`config.mk`:
```
export PLATFORM = sky130hd
export DESIGN_NAME = sor_top
export DESIGN_NICKNAME = d
export VERILOG_FILES = /design/src/include/sor_pkg.sv /design/src/rtl/sor_fifo.sv /design/src/rtl/sor_top.sv
export SDC_FILE = /design/constraint.sdc
export NUM_CORES = 1
export LEC_CHECK = 0
export BUFFER_PORTS_ARGS = -buffer_cell sky130_fd_sc_hd__buf_2
export CORE_ASPECT_RATIO = 0.6
export CORE_UTILIZATION = 60
export DETAILED_ROUTE_END_ITERATION = 8
export PLACE_DENSITY_LB_ADDON = 0.25
export SLEW_MARGIN = 30
export SYNTH_ARGS = -nofsm -noshare
export SYNTH_HDL_FRONTEND = slang
export SYNTH_SLANG_ARGS = --single-unit
```
`constraint.sdc`:
```
create_clock -name clk -period 5.5 [get_ports clk]
set_input_delay 0.275 -clock clk [delete_from_list [all_inputs] [get_ports clk]]
set_output_delay 0.275 -clock clk [all_outputs]
set_load 0.05 [all_outputs]
```
`src/include/sor_pkg.sv`:
```
package sor_pkg;
   localparam logic [7:0] SOR_PIN_SEL_OFS = 8'h1d;
   localparam logic [7:0] SOR_CH1_CFG_OFS = 8'h1e;
   localparam logic [7:0] SOR_PIN_SEL_RST = 8'h00;
   localparam logic [7:0] SOR_CH1_CFG_RST = 8'h20;
   localparam int SOR_CH1_EN_BIT = 5;
   localparam int SOR_SLOT_MSB = 4;
   localparam int SOR_RSVD_MSB = 7;
   localparam int SOR_RSVD_LSB = 6;
   localparam int SOR_SAMPLE_W = 32;
   localparam int SOR_FIFO_DEPTH = 16;
   localparam int SOR_CNT_W = 11;
   localparam logic [SOR_CNT_W-1:0] SOR_CNT_MAX = 11'h7ff;
   localparam logic [4:0] SOR_LAST_BIT = 5'h1f;
   localparam logic [1:0] SOR_FMT_TDM = 2'h0;
   localparam logic [1:0] SOR_FMT_I2S = 2'h1;
   localparam logic [1:0] SOR_FMT_LJ = 2'h2;
endpackage

```
`src/rtl/sor_fifo.sv`:
```
`timescale 1ns/1ps
module sor_fifo #(
   parameter int WIDTH = 32,
   parameter int DEPTH = 16
) (
   input wire logic clk,
   input wire logic rst_n,
   input wire logic in_valid,
   output logic in_ready,
   input wire logic [WIDTH-1:0] in_data,
   output logic out_valid,
   input wire logic out_ready,
   output logic [WIDTH-1:0] out_data
);
   localparam int AW = $clog2(DEPTH);
   logic [WIDTH-1:0] mem_reg [DEPTH];
   logic [WIDTH-1:0] mem_next [DEPTH];
   logic [AW-1:0] wr_reg, wr_next, rd_reg, rd_next;
   logic [AW:0] cnt_reg, cnt_next;
   logic ready_reg, ready_next;
   logic push, pop;

   assign push = in_valid && ready_reg;
   assign pop = out_ready && (cnt_reg != '0);
   assign in_ready = ready_reg;
   assign out_valid = (cnt_reg != '0);
   assign out_data = mem_reg[rd_reg];

   always_comb begin
      mem_next = mem_reg;
      wr_next = wr_reg;
      rd_next = rd_reg;
      cnt_next = cnt_reg;
      if (push) begin
         mem_next[wr_reg] = in_data;
         wr_next = wr_reg + 1'b1;
      end
      if (pop) begin
         rd_next = rd_reg + 1'b1;
      end
      if (push && !pop) begin
         cnt_next = cnt_reg + 1'b1;
      end else if (pop && !push) begin
         cnt_next = cnt_reg - 1'b1;
      end
      // Ready is a flop so the top output comes straight from a register
      ready_next = (cnt_next != (AW+1)'(DEPTH));
   end

   always_ff @(posedge clk or negedge rst_n) begin
      if (!rst_n) begin
         for (int i = 0; i < DEPTH; i++) begin
            mem_reg[i] <= '0;
         end
         wr_reg <= '0;
         rd_reg <= '0;
         cnt_reg <= '0;
         ready_reg <= 1'b0;
      end else begin
         mem_reg <= mem_next;
         wr_reg <= wr_next;
         rd_reg <= rd_next;
         cnt_reg <= cnt_next;
         ready_reg <= ready_next;
      end
   end
endmodule // sor_fifo

```
`src/rtl/sor_top.sv`:
```
`timescale 1ns/1ps
// Operation
// - Pin-select bit n-1 sends channel n to primary pin (0) or secondary (1).
// - Pin-select register resets to zero, all channels on the primary pin.
// - Channel 1 enable low leaves its slot to the unused-cycle fill; high sends microphone samples.
// - Five-bit slot index picks TDM slot 0 to 31 directly.
// - In I2S/LJ, index 0-15 is left slot, 16-31 right slot 0-15.
// - Channel 1 configuration resets to 0x20: enabled, slot 0.
// - Unused bit-clock cycles drive low when fill is 0, high impedance when 1.
// - Slot 0 MSB is delayed by the origin delay of 0 to 31 bit clocks.
module sor_top import sor_pkg::*; (
   input wire logic clk,
   input wire logic rst_n,
   input wire logic bclk,
   input wire logic fsync,
   input wire logic [1:0] audio_format,
   input wire logic unused_cycle_fill,
   input wire logic [4:0] slot_origin_delay,
   input wire logic reg_wr,
   input wire logic reg_rd,
   input wire logic [7:0] reg_addr,
   input wire logic [7:0] reg_wdata,
   output logic [7:0] reg_rdata,
   input wire logic sample_valid,
   output logic sample_ready,
   input wire logic [SOR_SAMPLE_W-1:0] sample_data,
   output logic primary_data_out,
   output logic primary_data_oe,
   output logic secondary_data_out,
   output logic secondary_data_oe
);
   function automatic logic [7:0] reg_mux(input logic [7:0] addr, input logic [7:0] sel,
                                          input logic [7:0] cfg);
      case (addr)
         SOR_PIN_SEL_OFS: reg_mux = sel;
         SOR_CH1_CFG_OFS: reg_mux = cfg;
         default: reg_mux = 8'h00;
      endcase
   endfunction

   logic bclk_s1_reg, bclk_s2_reg, bclk_s3_reg, fs_s1_reg, fs_s2_reg;
   always_ff @(posedge clk or negedge rst_n) begin
      if (!rst_n) begin
         bclk_s1_reg <= 1'b0;
         bclk_s2_reg <= 1'b0;
         bclk_s3_reg <= 1'b0;
         fs_s1_reg <= 1'b0;
         fs_s2_reg <= 1'b0;
      end else begin
         bclk_s1_reg <= bclk;
         bclk_s2_reg <= bclk_s1_reg;
         // Third stage only feeds the edge detector, never the first stage
         bclk_s3_reg <= bclk_s2_reg;
         fs_s1_reg <= fsync;
         fs_s2_reg <= fs_s1_reg;
      end
   end
   logic bclk_rise, bclk_fall;
   assign bclk_rise = bclk_s2_reg && !bclk_s3_reg;
   assign bclk_fall = !bclk_s2_reg && bclk_s3_reg;

   // Register file
   logic [7:0] pin_sel_reg, pin_sel_next, ch1_cfg_reg, ch1_cfg_next, rdata_reg, rdata_next;
   always_comb begin
      pin_sel_next = pin_sel_reg;
      ch1_cfg_next = ch1_cfg_reg;
      rdata_next = rdata_reg;
      if (reg_wr && reg_addr == SOR_PIN_SEL_OFS) begin
         pin_sel_next = reg_wdata;
      end
      if (reg_wr && reg_addr == SOR_CH1_CFG_OFS) begin
         // Reserved bits stay at reset value whatever is written
         ch1_cfg_next = {SOR_CH1_CFG_RST[SOR_RSVD_MSB:SOR_RSVD_LSB],
                         reg_wdata[SOR_CH1_EN_BIT:0]};
      end
      if (reg_rd) begin
         rdata_next = reg_mux(reg_addr, pin_sel_reg, ch1_cfg_reg);
      end
   end
   always_ff @(posedge clk or negedge rst_n) begin
      if (!rst_n) begin
         pin_sel_reg <= SOR_PIN_SEL_RST;
         ch1_cfg_reg <= SOR_CH1_CFG_RST;
         rdata_reg <= 8'h00;
      end else begin
         pin_sel_reg <= pin_sel_next;
         ch1_cfg_reg <= ch1_cfg_next;
         rdata_reg <= rdata_next;
      end
   end
   assign reg_rdata = rdata_reg;

   // Sample buffer; drained one word per frame
   logic fifo_valid, fifo_pop;
   logic [SOR_SAMPLE_W-1:0] fifo_data;
   sor_fifo #(.WIDTH(SOR_SAMPLE_W), .DEPTH(SOR_FIFO_DEPTH)) u_fifo (
      .clk(clk),
      .rst_n(rst_n),
      .in_valid(sample_valid),
      .in_ready(sample_ready),
      .in_data(sample_data),
      .out_valid(fifo_valid),
      .out_ready(fifo_pop),
      .out_data(fifo_data)
   );

   // Frame tracking and transmit
   logic fs_prev_reg, fs_prev_next, half_reg, half_next, synced_reg, synced_next;
   logic [SOR_CNT_W-1:0] cnt_reg, cnt_next;
   logic [SOR_SAMPLE_W-1:0] word_reg, word_next;
   logic pd_reg, pd_next, po_reg, po_next, sd_reg, sd_next, so_reg, so_next;
   logic [SOR_CNT_W-1:0] delay_c, pos_c;
   logic [4:0] bit_c, slot_idx;
   logic ch_en, sel1, pos_ok, match_c, active_c, start_c, dbit_c, is_tdm;

   assign ch_en = ch1_cfg_reg[SOR_CH1_EN_BIT];
   assign slot_idx = ch1_cfg_reg[SOR_SLOT_MSB:0];
   assign sel1 = pin_sel_reg[0];
   assign is_tdm = (audio_format == SOR_FMT_TDM);
   // I2S carries one bit clock of protocol delay ahead of the offset
   assign delay_c = SOR_CNT_W'(slot_origin_delay) +
                    SOR_CNT_W'(audio_format == SOR_FMT_I2S);
   assign pos_ok = (cnt_reg >= delay_c);
   assign pos_c = cnt_reg - delay_c;
   assign bit_c = pos_c[4:0];
   // TDM uses the whole index; I2S/LJ split it into half and slot
   assign match_c = is_tdm ? (!pos_c[10] && pos_c[9:5] == slot_idx)
                  : (pos_c[10:9] == 2'b00 && pos_c[8:5] == slot_idx[3:0]
                     && half_reg == slot_idx[4]);
   assign active_c = ch_en && synced_reg && pos_ok && match_c;
   assign start_c = bclk_rise && (fs_s2_reg != fs_prev_reg) && (!is_tdm || fs_s2_reg);
   assign fifo_pop = bclk_fall && active_c && (bit_c == 5'h00) && fifo_valid;
   // An empty buffer sends silence rather than stalling the frame
   assign dbit_c = (bit_c == 5'h00) ? (fifo_valid && fifo_data[SOR_SAMPLE_W-1])
                                    : word_reg[SOR_LAST_BIT - bit_c];

   always_comb begin
      fs_prev_next = fs_prev_reg;
      half_next = half_reg;
      synced_next = synced_reg;
      cnt_next = cnt_reg;
      word_next = word_reg;
      pd_next = pd_reg;
      po_next = po_reg;
      sd_next = sd_reg;
      so_next = so_reg;
      if (bclk_rise) begin
         fs_prev_next = fs_s2_reg;
      end
      if (start_c) begin
         cnt_next = '0;
         synced_next = 1'b1;
         half_next = (audio_format == SOR_FMT_I2S) ? fs_s2_reg : !fs_s2_reg;
      end else if (bclk_fall) begin
         if (cnt_reg != SOR_CNT_MAX) begin
            cnt_next = cnt_reg + 1'b1;
         end
         if (active_c && bit_c == 5'h00) begin
            word_next = fifo_valid ? fifo_data : '0;
         end
         if (active_c) begin
            // Selected pin carries data, the other is released
            pd_next = sel1 ? 1'b0 : dbit_c;
            po_next = !sel1;
            sd_next = sel1 ? dbit_c : 1'b0;
            so_next = sel1;
         end else begin
            pd_next = 1'b0;
            po_next = !unused_cycle_fill;
            sd_next = 1'b0;
            so_next = !unused_cycle_fill;
         end
      end
   end
   always_ff @(posedge clk or negedge rst_n) begin
      if (!rst_n) begin
         fs_prev_reg <= 1'b0;
         half_reg <= 1'b0;
         synced_reg <= 1'b0;
         cnt_reg <= '0;
         word_reg <= '0;
         pd_reg <= 1'b0;
         po_reg <= 1'b0;
         sd_reg <= 1'b0;
         so_reg <= 1'b0;
      end else begin
         fs_prev_reg <= fs_prev_next;
         half_reg <= half_next;
         synced_reg <= synced_next;
         cnt_reg <= cnt_next;
         word_reg <= word_next;
         pd_reg <= pd_next;
         po_reg <= po_next;
         sd_reg <= sd_next;
         so_reg <= so_next;
      end
   end
   assign primary_data_out = pd_reg;
   assign primary_data_oe = po_reg;
   assign secondary_data_out = sd_reg;
   assign secondary_data_oe = so_reg;
endmodule // sor_top
```
==> results of run 1 <==
[layout make-up]
class	count	area (µm²)	area share, %
sequential	603	15100	49.1
multi-input combinational	1060	12000	39.1
clock buffer	70	1530	4.98
timing repair buffer	115	848	2.76
tap	620	776	2.52
clock inverter	28	437	1.42
inverter	12	45.0	0.146
antenna	2	5.00	0.0163
[metrics by stage]
step / hold WS (ps) / setup WS, ps / instances / cell area, µm²
finish: 48.8 / 1490 / 2510 / 30800
global route: 50.0 / 1220 / 2510 / 30800
CTS: 25.0 / 1520 / 2507 / 30700
detailed placement: 338 / 1060 / 2398 / 28600
global placement: 335 / 965 / 2396 / 28600
floorplan: -20.6 / 1980 / 1816 / 27600
[cell usage after synthesis, drive strengths merged, types with 15 or more instances]
master,number,area [µm²]
a21oi,20,104
nor2,42,158
nand3,22,115
mux2,531,5980
o21ai,41,205
clkbuf,112,422
dfrtp,602,15100
xnor2,15,131
ha,17,213
mux4,169,3810
nand2,92,345
buf,29,140
[report_power, final]
group,switching [mW],internal [mW]
clock network,1.70,2.48
logic,1.68,2.56
registers,0.986,6.32
[worst max-delay path: stages (launching register included)]
cell and delay [ps]:
sky130_fd_sc_hd__dfrtp_1 370, sky130_fd_sc_hd__inv_1 90, sky130_fd_sc_hd__ha_1 230, sky130_fd_sc_hd__fa_1 830, sky130_fd_sc_hd__nand2_1 180, sky130_fd_sc_hd__nor3b_1 220
sky130_fd_sc_hd__mux2_2 200, sky130_fd_sc_hd__o2111ai_1 170, sky130_fd_sc_hd__or3_4 380, sky130_fd_sc_hd__or2_2 540, sky130_fd_sc_hd__nor3b_1 270, sky130_fd_sc_hd__nor4_2 270
sky130_fd_sc_hd__o211ai_1 130
[worst min path at each step]
stage,cells after the start,start,end
finish,4,unused_cycle_fill,primary_data_oe$_DFFE_PN0P_
global route,3,unused_cycle_fill,secondary_data_oe$_DFFE_PN0P_
CTS,4,unused_cycle_fill,primary_data_oe$_DFFE_PN0P_
detailed placement,0,fs_s1_reg$_DFF_PN0_,fs_s2_reg$_DFF_PN0_
global placement,0,bclk_s1_reg$_DFF_PN0_,bclk_s2_reg$_DFF_PN0_
floorplan,0,rst_n,bclk_s1_reg$_DFF_PN0_
[cell families (layout without fill, tap and decap cells)]
family / count (synthesis) / count (layout) / share of synthesized area [%]
buf+inv: 153 / 225 / 2.20
mux: 704 / 704 / 35.6
xor+xnor: 26 / 26 / 0.825
other cells: 0 / 2 / 0
flops: 603 / 603 / 54.7
compound gates: 97 / 97 / 2.15
simple gates: 215 / 215 / 3.70
fa+ha+maj: 18 / 18 / 0.843
[metal layers]
layer	global-route usage [%]	wire (µm)	vias to the layer above
li1	-	-	6778
met1	42.8	28900	8562
met2	41.6	29100	484
met3	6.94	4570	104
met4	7.21	1260	2
met5	0	14	-
==> qor.yml, run 1 <==
outcome:
  status: "completed"
detailed_routing:
  drt.antenna.violating_nets: 0
  drc: 0
  wirelength_um: 63800
  via_count: 15900
  post_drt_via_cell_ratio: 6.35
  first_iter_violations: 1426
  dr.pass1.iters: 5
  post_drt_wl_per_cell_um: 25.4
yosys:
  count_of_mapped_cells_out_of_synthesis: 1816
  ys_warn_count: 0
  post_synth_num_cell_types: 62
  synth_ff_type: "sky130_fd_sc_hd__dfrtp_1"
  synth-seq-cells: 603
  post_synth_instance_area_mm2: 0.0276
  share_of_the_yosys_chip_area_belonging_to_registers_pct: 54.7
  total_nets_after_synthesis: 1897
  syn_avg_cell_area_um2: 15.2
  synth-async-reset-ratio_pct: 100
  number_of_flops_mapped_to_enable_cells_by_yosys: 0
sta:
  finalMaxSlewViolations: 0
  worst_slew_margin_rel_pct: 32.1
  grt_setup_unrepaired: "no"
  timing_worst_slew_pin_value_ps: 1020
  period_minus_slack_ps: 4010
  fin_tns_setup_ps: 0
  fin_crit_sh_pct: 72.9
  clock.fmax_ghz: 0.250
  clock_skew_ps: 26.2
  hold_violations: 0
  timing.final.setup_violations: 0
global_routing:
  total_routing_usage_gr_pct: 28.3
  grt_max_degree: 166
  grt_first_pass_wirelength_um: 101000
  antenna_found_initial: 3
  grt_overflow_total: 0
  via_count_of_the_first_global_routing_pass: 16700
clock_tree:
  h-tree-depth: 2
  number_of_instances_resized_during_post_cts_repair: 0
  cts_setup_buffers: 0
  tritoncts_clock_tree: "yes"
  clk_pin_slew_ps: 70
  postCtsHoldBufs: 11
  cts.sinks: 603
  clk_root_buf: "sky130_fd_sc_hd__clkbuf_16"
  cts-root-to-sink-buffers: 3
  cts_buffers: 54
  clock_latency_late_sink_ps: 600
layout:
  final_net_count: 1927
  utilization_pct: 68.2
  mostFrequentLayoutCells: "598 x sky130_fd_sc_hd__dfrtp_1, 531 x sky130_fd_sc_hd__mux2_2, 169 x sky130_fd_sc_hd__mux4_2, 92 x sky130_fd_sc_hd__nand2_1, 74 x sky130_fd_sc_hd__buf_2"
  final_common_cell: "sky130_fd_sc_hd__dfrtp_1"
  num-fill-cells: 3020
  post_route_cells_drive_above_1_share_pct: 49.3
  layout-area-overhead-vs-synth_pct: 11.5
  flip_flop_count_of_the_largest_register_all_copies_and_words_added: 512
critical_path:
  worstPathRequired_ps: 5960
  critPathLaunchType: "flip-flop"
  critPathCapture: "u_fifo.in_ready$_DFF_PN0_"
  crit_start: "cnt_reg[0]$_DFFE_PN0P_"
  r2r.worst_path.cells: 12
  worst-r2r-setup-slack_ps: 1490
  cp_max_fo: 34
  crit_path_end_kind: "flip-flop"
  critical_setup_path_kind: "reg2reg"
  critical_path.reg2reg.endpoint: "u_fifo.in_ready$_DFF_PN0_"
  crit_arrival_ps: 4460
  worst_r2r_startpoint: "cnt_reg[0]$_DFFE_PN0P_"
pwr:
  powerDensity_mw_per_mm2: 511
  ir_drop_mv: 0.381
  power.leakage_nw: 13.0
  design_power_mw: 15.7
die:
  core_area_mm2: 0.0451
  floorplan.rows: 60
  fp.dieW_um: 279
  full_die_area_mm2: 0.0469
  die_h_um: 168
  floorplan.io_pins: 76
  initial_utilization_pct: 61.2
placed_design:
  detailedPlacementHpwl_um: 38000
  io_buffers: 75
  gpl.final_weighted_congestion: 0.915
min_path:
  worst_hold_path_class: "in2reg"
run:
  max_cap_violations: 0
Note: power is estimated with default switching activity, not from simulation.
==> inputs of run 2 (changes only) <==
--- a/config.mk
+++ b/config.mk
@@ -7,7 +7,7 @@
 export LEC_CHECK = 0
 export BUFFER_PORTS_ARGS = -buffer_cell sky130_fd_sc_hd__buf_2
 export CORE_ASPECT_RATIO = 0.6
-export CORE_UTILIZATION = 60
+export CORE_UTILIZATION = 57
 export DETAILED_ROUTE_END_ITERATION = 8
 export PLACE_DENSITY_LB_ADDON = 0.25
 export SLEW_MARGIN = 30
==> constraint.sdc (replaced) <==
create_clock -name clk -period 3.4 [get_ports clk]
set_input_delay 0.17 -clock clk [delete_from_list [all_inputs] [get_ports clk]]
set_output_delay 0.17 -clock clk [all_outputs]
set_load 0.05 [all_outputs]
==> qor.yml, run 2 (synthesis gave the netlist of run 1 again) <==
sta:
  clock.fmax_ghz: 0.306
  fin_crit_sh_pct: 96.1
  timing.final.setup_violations: 0
  hold_violations: 0
  finalMaxSlewViolations: 0
  clock_skew_ps: 24.2
  period_minus_slack_ps: 3270
  worst_slew_margin_rel_pct: 46.9
  fin_tns_setup_ps: 0
  timing_worst_slew_pin_value_ps: 796
  layout_setup_ws_ps: 133
  hold-worst-slack_ps: 23.1
  grt_setup_unrepaired: "no"
layout:
  multi_input_gate_area_mm2: 0.0120
  post_route_cells_drive_above_1_share_pct: 50.2
  layout-area-overhead-vs-synth_pct: 13.6
  num-fill-cells: 3363
  flip_flop_count_of_the_largest_register_all_copies_and_words_added: 512
  final_net_count: 1996
  final_common_cell: "sky130_fd_sc_hd__dfrtp_1"
  layout.area.seq_mm2: 0.0151
  mostFrequentLayoutCells: "598 x sky130_fd_sc_hd__dfrtp_1, 531 x sky130_fd_sc_hd__mux2_2, 169 x sky130_fd_sc_hd__mux4_2, 92 x sky130_fd_sc_hd__nand2_1, 74 x sky130_fd_sc_hd__buf_2"
placed_design:
  io_buffers: 75
  detailedPlacementHpwl_um: 39100
  dp_worst_setup_slack_ps: -309
  gpl.final_weighted_congestion: 0.852
clock_tree:
  clk_pin_slew_ps: 70
  cts.sinks: 603
  h-tree-depth: 2
  tritoncts_clock_tree: "yes"
  clock_latency_late_sink_ps: 610
  cts_buffers: 55
  clk_root_buf: "sky130_fd_sc_hd__clkbuf_16"
  cts-root-to-sink-buffers: 3
pwr:
  power_report.internal_total_mw: 18.2
  clock_power_share_pct: 25.5
  pwr-share-seq_pct: 46.8
  ir_drop_mv: 0.483
  netSwitchingPower_mw: 7.02
  swShare_pct: 27.9
  power.leakage_nw: 13.3
  powerDensity_mw_per_mm2: 803
  power_frac_comb_pct: 27.7
critical_path:
  critical-path-max-stage-delay_ps: 560
  worst_path_max_delay_cell: "sky130_fd_sc_hd__fa_2"
  critical_setup_path_kind: "reg2reg"
  crit_path_end_kind: "flip-flop"
  crit_arrival_ps: 3700
  critPathLaunchType: "flip-flop"
  cp_max_fo: 4
  cp_cell_sequence: "inv_1 > ha_1 > fa_2 > nand2_1 > nor3b_1 > mux2_2 > o2111ai_1 > or3_4 > or2_1 > nor3b_1 > nor4_2 > o211ai_1"
  worstPathRequired_ps: 3840
  crit_path_frequent_cell: "sky130_fd_sc_hd__nor3b_1"
  r2r.worst_path.cells: 12
global_routing:
  grt_first_pass_wirelength_um: 103000
  total_routing_usage_gr_pct: 27.8
  antenna_found_initial: 3
  via_count_of_the_first_global_routing_pass: 17100
  grt_overflow_total: 0
  grt_max_degree: 90
detailed_routing:
  first_iter_violations: 1248
  drt.antenna.violating_nets: 0
  via_count: 16300
  drc: 0
  wirelength_um: 65500
  dr.pass1.iters: 5
  post_drt_via_cell_ratio: 6.27
  post_drt_wl_per_cell_um: 25.2
die:
  fp.dieW_um: 286
  core_area_mm2: 0.0478
  floorplan.rows: 62
  floorplan.io_pins: 76
  die_h_um: 172
  initial_utilization_pct: 57.8
  full_die_area_mm2: 0.0493
min_path:
  worst_hold_path_class: "in2reg"
  holdPathStages: 2
run:
  max_cap_violations: 0
outcome:
  status: "completed"
==> run 2: path summary, 6_finish.rpt <==
kind | start | to | slack, ps
hold reg to reg | bclk_s1_reg$_DFF_PN0_ | bclk_s2_reg$_DFF_PN0_ | 360
hold / removal | sample_data[22] | u_fifo.mem_reg[54]$_DFFE_PN0P_ | 20
setup / recovery | cnt_reg[0]$_DFFE_PN0P_ | u_fifo.in_ready$_DFF_PN0_ | 130
setup reg to reg | cnt_reg[0]$_DFFE_PN0P_ | u_fifo.in_ready$_DFF_PN0_ | 130
min in group asynchronous | rst_n | fs_s2_reg$_DFF_PN0_ | 180
max in group asynchronous | rst_n | u_fifo.mem_reg[423]$_DFFE_PN0P_ | 2130
==> run 2: cell type report <==
class                      count  share of cell area [%]
sequential                   603                    48.2
multi-input combinational   1060                    38.4
clock buffer                  82                    5.36
timing repair buffer         183                    4.79
tap                          640                    2.55
clock inverter                18                   0.583
inverter                      12                   0.144
antenna                        2                  0.0160
==> run 2: repair_timing <==
item | 4_1_cts | 5_1_grt
hold buffers | 27 | 0
setup buffers | 0 | 1
gates resized for setup | 0 | 5
endpoints found under the setup margin | 0 | 1
endpoints found under the hold margin | 225 | 0
==> run 2: routing by layer <==
layer / track usage (%) / vias up / wire length [µm]
met5: 0 / - / 11
met4: 5.60 / 2 / 993
met3: 5.42 / 88 / 3910
met2: 41.7 / 442 / 29900
met1: 42.4 / 8816 / 30600
li1: - / 6941 / -
==> run 2: critical path: cells and delay by family, from the launching register on <==
kind / cells / cell delay (ps)
multiplexers: 1 / 200
flip-flops: 1 / 350
adder cells (fa/ha/maj): 2 / 800
AO/OA/AOI/OAI: 2 / 320
AND/OR/NAND/NOR: 6 / 1350
buffers and inverters: 1 / 80
==> run 2: power by group through the flow <==
stage / Combinational (mW) / Clock [mW] / Sequential (mW)
6_report: 6.97 / 6.42 / 11.8
5_1_grt: 7.50 / 6.78 / 12.2
4_1_cts: 6.98 / 6.53 / 11.7
3_5_place_dp: 6.91 / 0 / 11.8
3_3_place_gp: 6.64 / 0 / 11.6
2_1_floorplan: 5.27 / 0 / 11.3
==> run 2: through the flow <==
stage | std cells | power (mW) | instance area [µm²] | util [%]
3_3_place_gp | 2470 | 18.3 | 29200 | 61.1
6_report | 2600 | 25.2 | 31400 | 65.6
3_5_place_dp | 2470 | 18.8 | 29200 | 61.1
4_1_cts | 2597 | 25.3 | 31300 | 65.5
2_1_floorplan | 1816 | 16.6 | 27600 | -
5_1_grt | 2598 | 26.4 | 31300 | 65.6
==> inputs of run 3 (changes only) <==
--- a/config.mk
+++ b/config.mk
@@ -6,8 +6,8 @@
 export NUM_CORES = 1
 export LEC_CHECK = 0
 export BUFFER_PORTS_ARGS = -buffer_cell sky130_fd_sc_hd__buf_2
-export CORE_ASPECT_RATIO = 0.6
-export CORE_UTILIZATION = 57
+export CORE_ASPECT_RATIO = 0.7
+export CORE_UTILIZATION = 60
 export DETAILED_ROUTE_END_ITERATION = 8
 export PLACE_DENSITY_LB_ADDON = 0.25
 export SLEW_MARGIN = 30
==> constraint.sdc (replaced) <==
create_clock -name clk -period 4.15 [get_ports clk]
set_input_delay 0.2075 -clock clk [delete_from_list [all_inputs] [get_ports clk]]
set_output_delay 0.2075 -clock clk [all_outputs]
set_load 0.05 [all_outputs]
==> qor.yml, run 3 (synthesis gave the netlist of run 1 again) <==
outcome:
  status: "completed"
sta:
  period_minus_slack_ps: 3400
  hold-worst-slack_ps: 53.4
  timing.final.setup_violations: 0
  fin_tns_setup_ps: 0
  finalMaxSlewViolations: 0
  worst_slew_margin_rel_pct: 39.8
  fin_crit_sh_pct: 81.8
  grt_setup_unrepaired: "no"
  timing_worst_slew_pin_value_ps: 900
  clock.fmax_ghz: 0.295
  clock_skew_ps: 20.6
  hold_violations: 0
global_routing:
  grt_overflow_total: 0
  via_count_of_the_first_global_routing_pass: 16800
  grt_max_degree: 126
  grt_first_pass_wirelength_um: 101000
  total_routing_usage_gr_pct: 28.2
  antenna_found_initial: 2
pwr:
  power.leakage_nw: 13.2
  powerDensity_mw_per_mm2: 679
  design_power_mw: 21.1
  ir_drop_mv: 0.385
min_path:
  worst_hold_path_class: "in2reg"
  hp-start: "sample_data[30]"
  holdPathStages: 2
  holdPathEnd: "u_fifo.mem_reg[414]$_DFFE_PN0P_"
critical_path:
  critical_setup_path_kind: "reg2reg"
  critical_path.reg2reg.endpoint: "u_fifo.in_ready$_DFF_PN0_"
  cp_cell_sequence: "inv_1 > ha_1 > fa_1 > xnor2_1 > nor3b_1 > mux2_2 > o2111ai_1 > or3_4 > or2_1 > nor3b_1 > nor4_2 > o211ai_1"
  r2r.worst_path.cells: 12
  worst_path_max_delay_cell: "sky130_fd_sc_hd__fa_1"
  critical-path-max-stage-delay_ps: 430
  crit_arrival_ps: 3850
  worstPathRequired_ps: 4610
  crit_path_frequent_cell: "sky130_fd_sc_hd__nor3b_1"
  worst_r2r_startpoint: "cnt_reg[0]$_DFFE_PN0P_"
  crit_path_end_kind: "flip-flop"
  cp_max_fo: 5
  worst-r2r-setup-slack_ps: 750
  critPathLaunchType: "flip-flop"
die:
  fp.dieW_um: 258
  full_die_area_mm2: 0.0469
  die_h_um: 181
  core_area_mm2: 0.0452
  floorplan.rows: 65
  initial_utilization_pct: 61.0
  floorplan.io_pins: 76
placed_design:
  gpl.final_weighted_congestion: 0.846
  detailedPlacementHpwl_um: 37900
  io_buffers: 75
  dpl.cell_count: 2396
layout:
  layout-area-overhead-vs-synth_pct: 12.7
  flip_flop_count_of_the_largest_register_all_copies_and_words_added: 512
  antenna_cells: 0
  final_common_cell: "sky130_fd_sc_hd__dfrtp_1"
  mostFrequentLayoutCells: "598 x sky130_fd_sc_hd__dfrtp_1, 531 x sky130_fd_sc_hd__mux2_2, 169 x sky130_fd_sc_hd__mux4_2, 92 x sky130_fd_sc_hd__nand2_1, 74 x sky130_fd_sc_hd__buf_2"
  instances_no_fill: 2518
  num-fill-cells: 2959
  final_net_count: 1947
  utilization_pct: 68.8
  post_route_cells_drive_above_1_share_pct: 49.7
detailed_routing:
  drt.antenna.violating_nets: 0
  via_count: 16000
  dr.pass1.iters: 5
  wirelength_um: 63000
  drc: 0
  post_drt_via_cell_ratio: 6.34
  first_iter_violations: 1166
  post_drt_wl_per_cell_um: 25.0
clock_tree:
  cts.sinks: 603
  cts-root-to-sink-buffers: 3
  tritoncts_clock_tree: "yes"
  cts_buffers: 57
  clock_latency_late_sink_ps: 600
  clk_root_buf: "sky130_fd_sc_hd__clkbuf_16"
  number_of_instances_resized_during_post_cts_repair: 0
  clk_pin_slew_ps: 60
  h-tree-depth: 2
run:
  max_cap_violations: 0
run 3: cell count changes in the layout (fill, tap and decap cells not counted), sizes merged:
cell,change
dlygate4sd3,-14
bufinv,+7
clkbuf,+3
clkinv,-5
clkinvlp,+2
buf,-37
diode,-2
inv,+1
run 3: routing by layer:
layer  part of all wire [%]  vias to the layer above  track usage (%)
met5                  0.040                        -                0
met2                     47                      448             43.3
met4                    1.6                        4             5.82
li1                       -                     6819                -
met3                    5.9                       86             5.18
met1                     46                     8597             42.8
run 3: cell type report:
type | count | area, µm² | share of cell area [%]
clock inverter | 23 | 387 | 1.24
sequential | 603 | 15100 | 48.6
clock buffer | 85 | 1770 | 5.70
tap | 603 | 754 | 2.43
multi-input combinational | 1060 | 12000 | 38.6
inverter | 12 | 45.0 | 0.145
timing repair buffer | 132 | 1030 | 3.31
run 3: worst max-delay path, delay by kind of cell (launching register included):
family / cells / cell delay, ps
and+or+nand+nor: 5 / 1330
buffers and inverters: 1 / 90
muxes: 1 / 200
xor gates and xnor gates: 1 / 290
AOI/OAI and AO/OA: 2 / 330
DFF: 1 / 370
adders and majority gates: 2 / 660
run 3: through the flow:
| step | area, µm² | setup slack, ps |
|---|---|---|
| 2_1_floorplan | 27600 | 694 |
| 3_3_place_gp | 28800 | 452 |
| 3_5_place_dp | 28800 | 300 |
| 4_1_cts | 31100 | 793 |
| 5_1_grt | 31100 | 439 |
| 6_report | 31100 | 755 |
run 3: how the worst max path moves through the flow:
stage          slack (ps)                   endpoint                    from  cells past startpoint
6_report              750  u_fifo.in_ready$_DFF_PN0_  cnt_reg[0]$_DFFE_PN0P_                     12
5_1_grt               440  u_fifo.in_ready$_DFF_PN0_  cnt_reg[0]$_DFFE_PN0P_                     12
4_1_cts               790  u_fifo.in_ready$_DFF_PN0_  cnt_reg[0]$_DFFE_PN0P_                     12
3_5_place_dp          300  u_fifo.in_ready$_DFF_PN0_         audio_format[0]                     16
3_3_place_gp          450  u_fifo.in_ready$_DFF_PN0_         audio_format[0]                     15
2_1_floorplan         690  u_fifo.in_ready$_DFF_PN0_         audio_format[0]                     15
run 3: repair_timing:
| item | 4_1_cts | 5_1_grt |
|---|---|---|
| hold endpoints to repair | 139 | 0 |
| setup buffers | 0 | 0 |
| hold buffers | 13 | 0 |
run 3: where the power goes:
| group | internal [mW] | switching (mW) |
|---|---|---|
| clock | 3.58 | 2.29 |
| combinational | 3.42 | 2.16 |
| sequential | 8.37 | 1.30 |
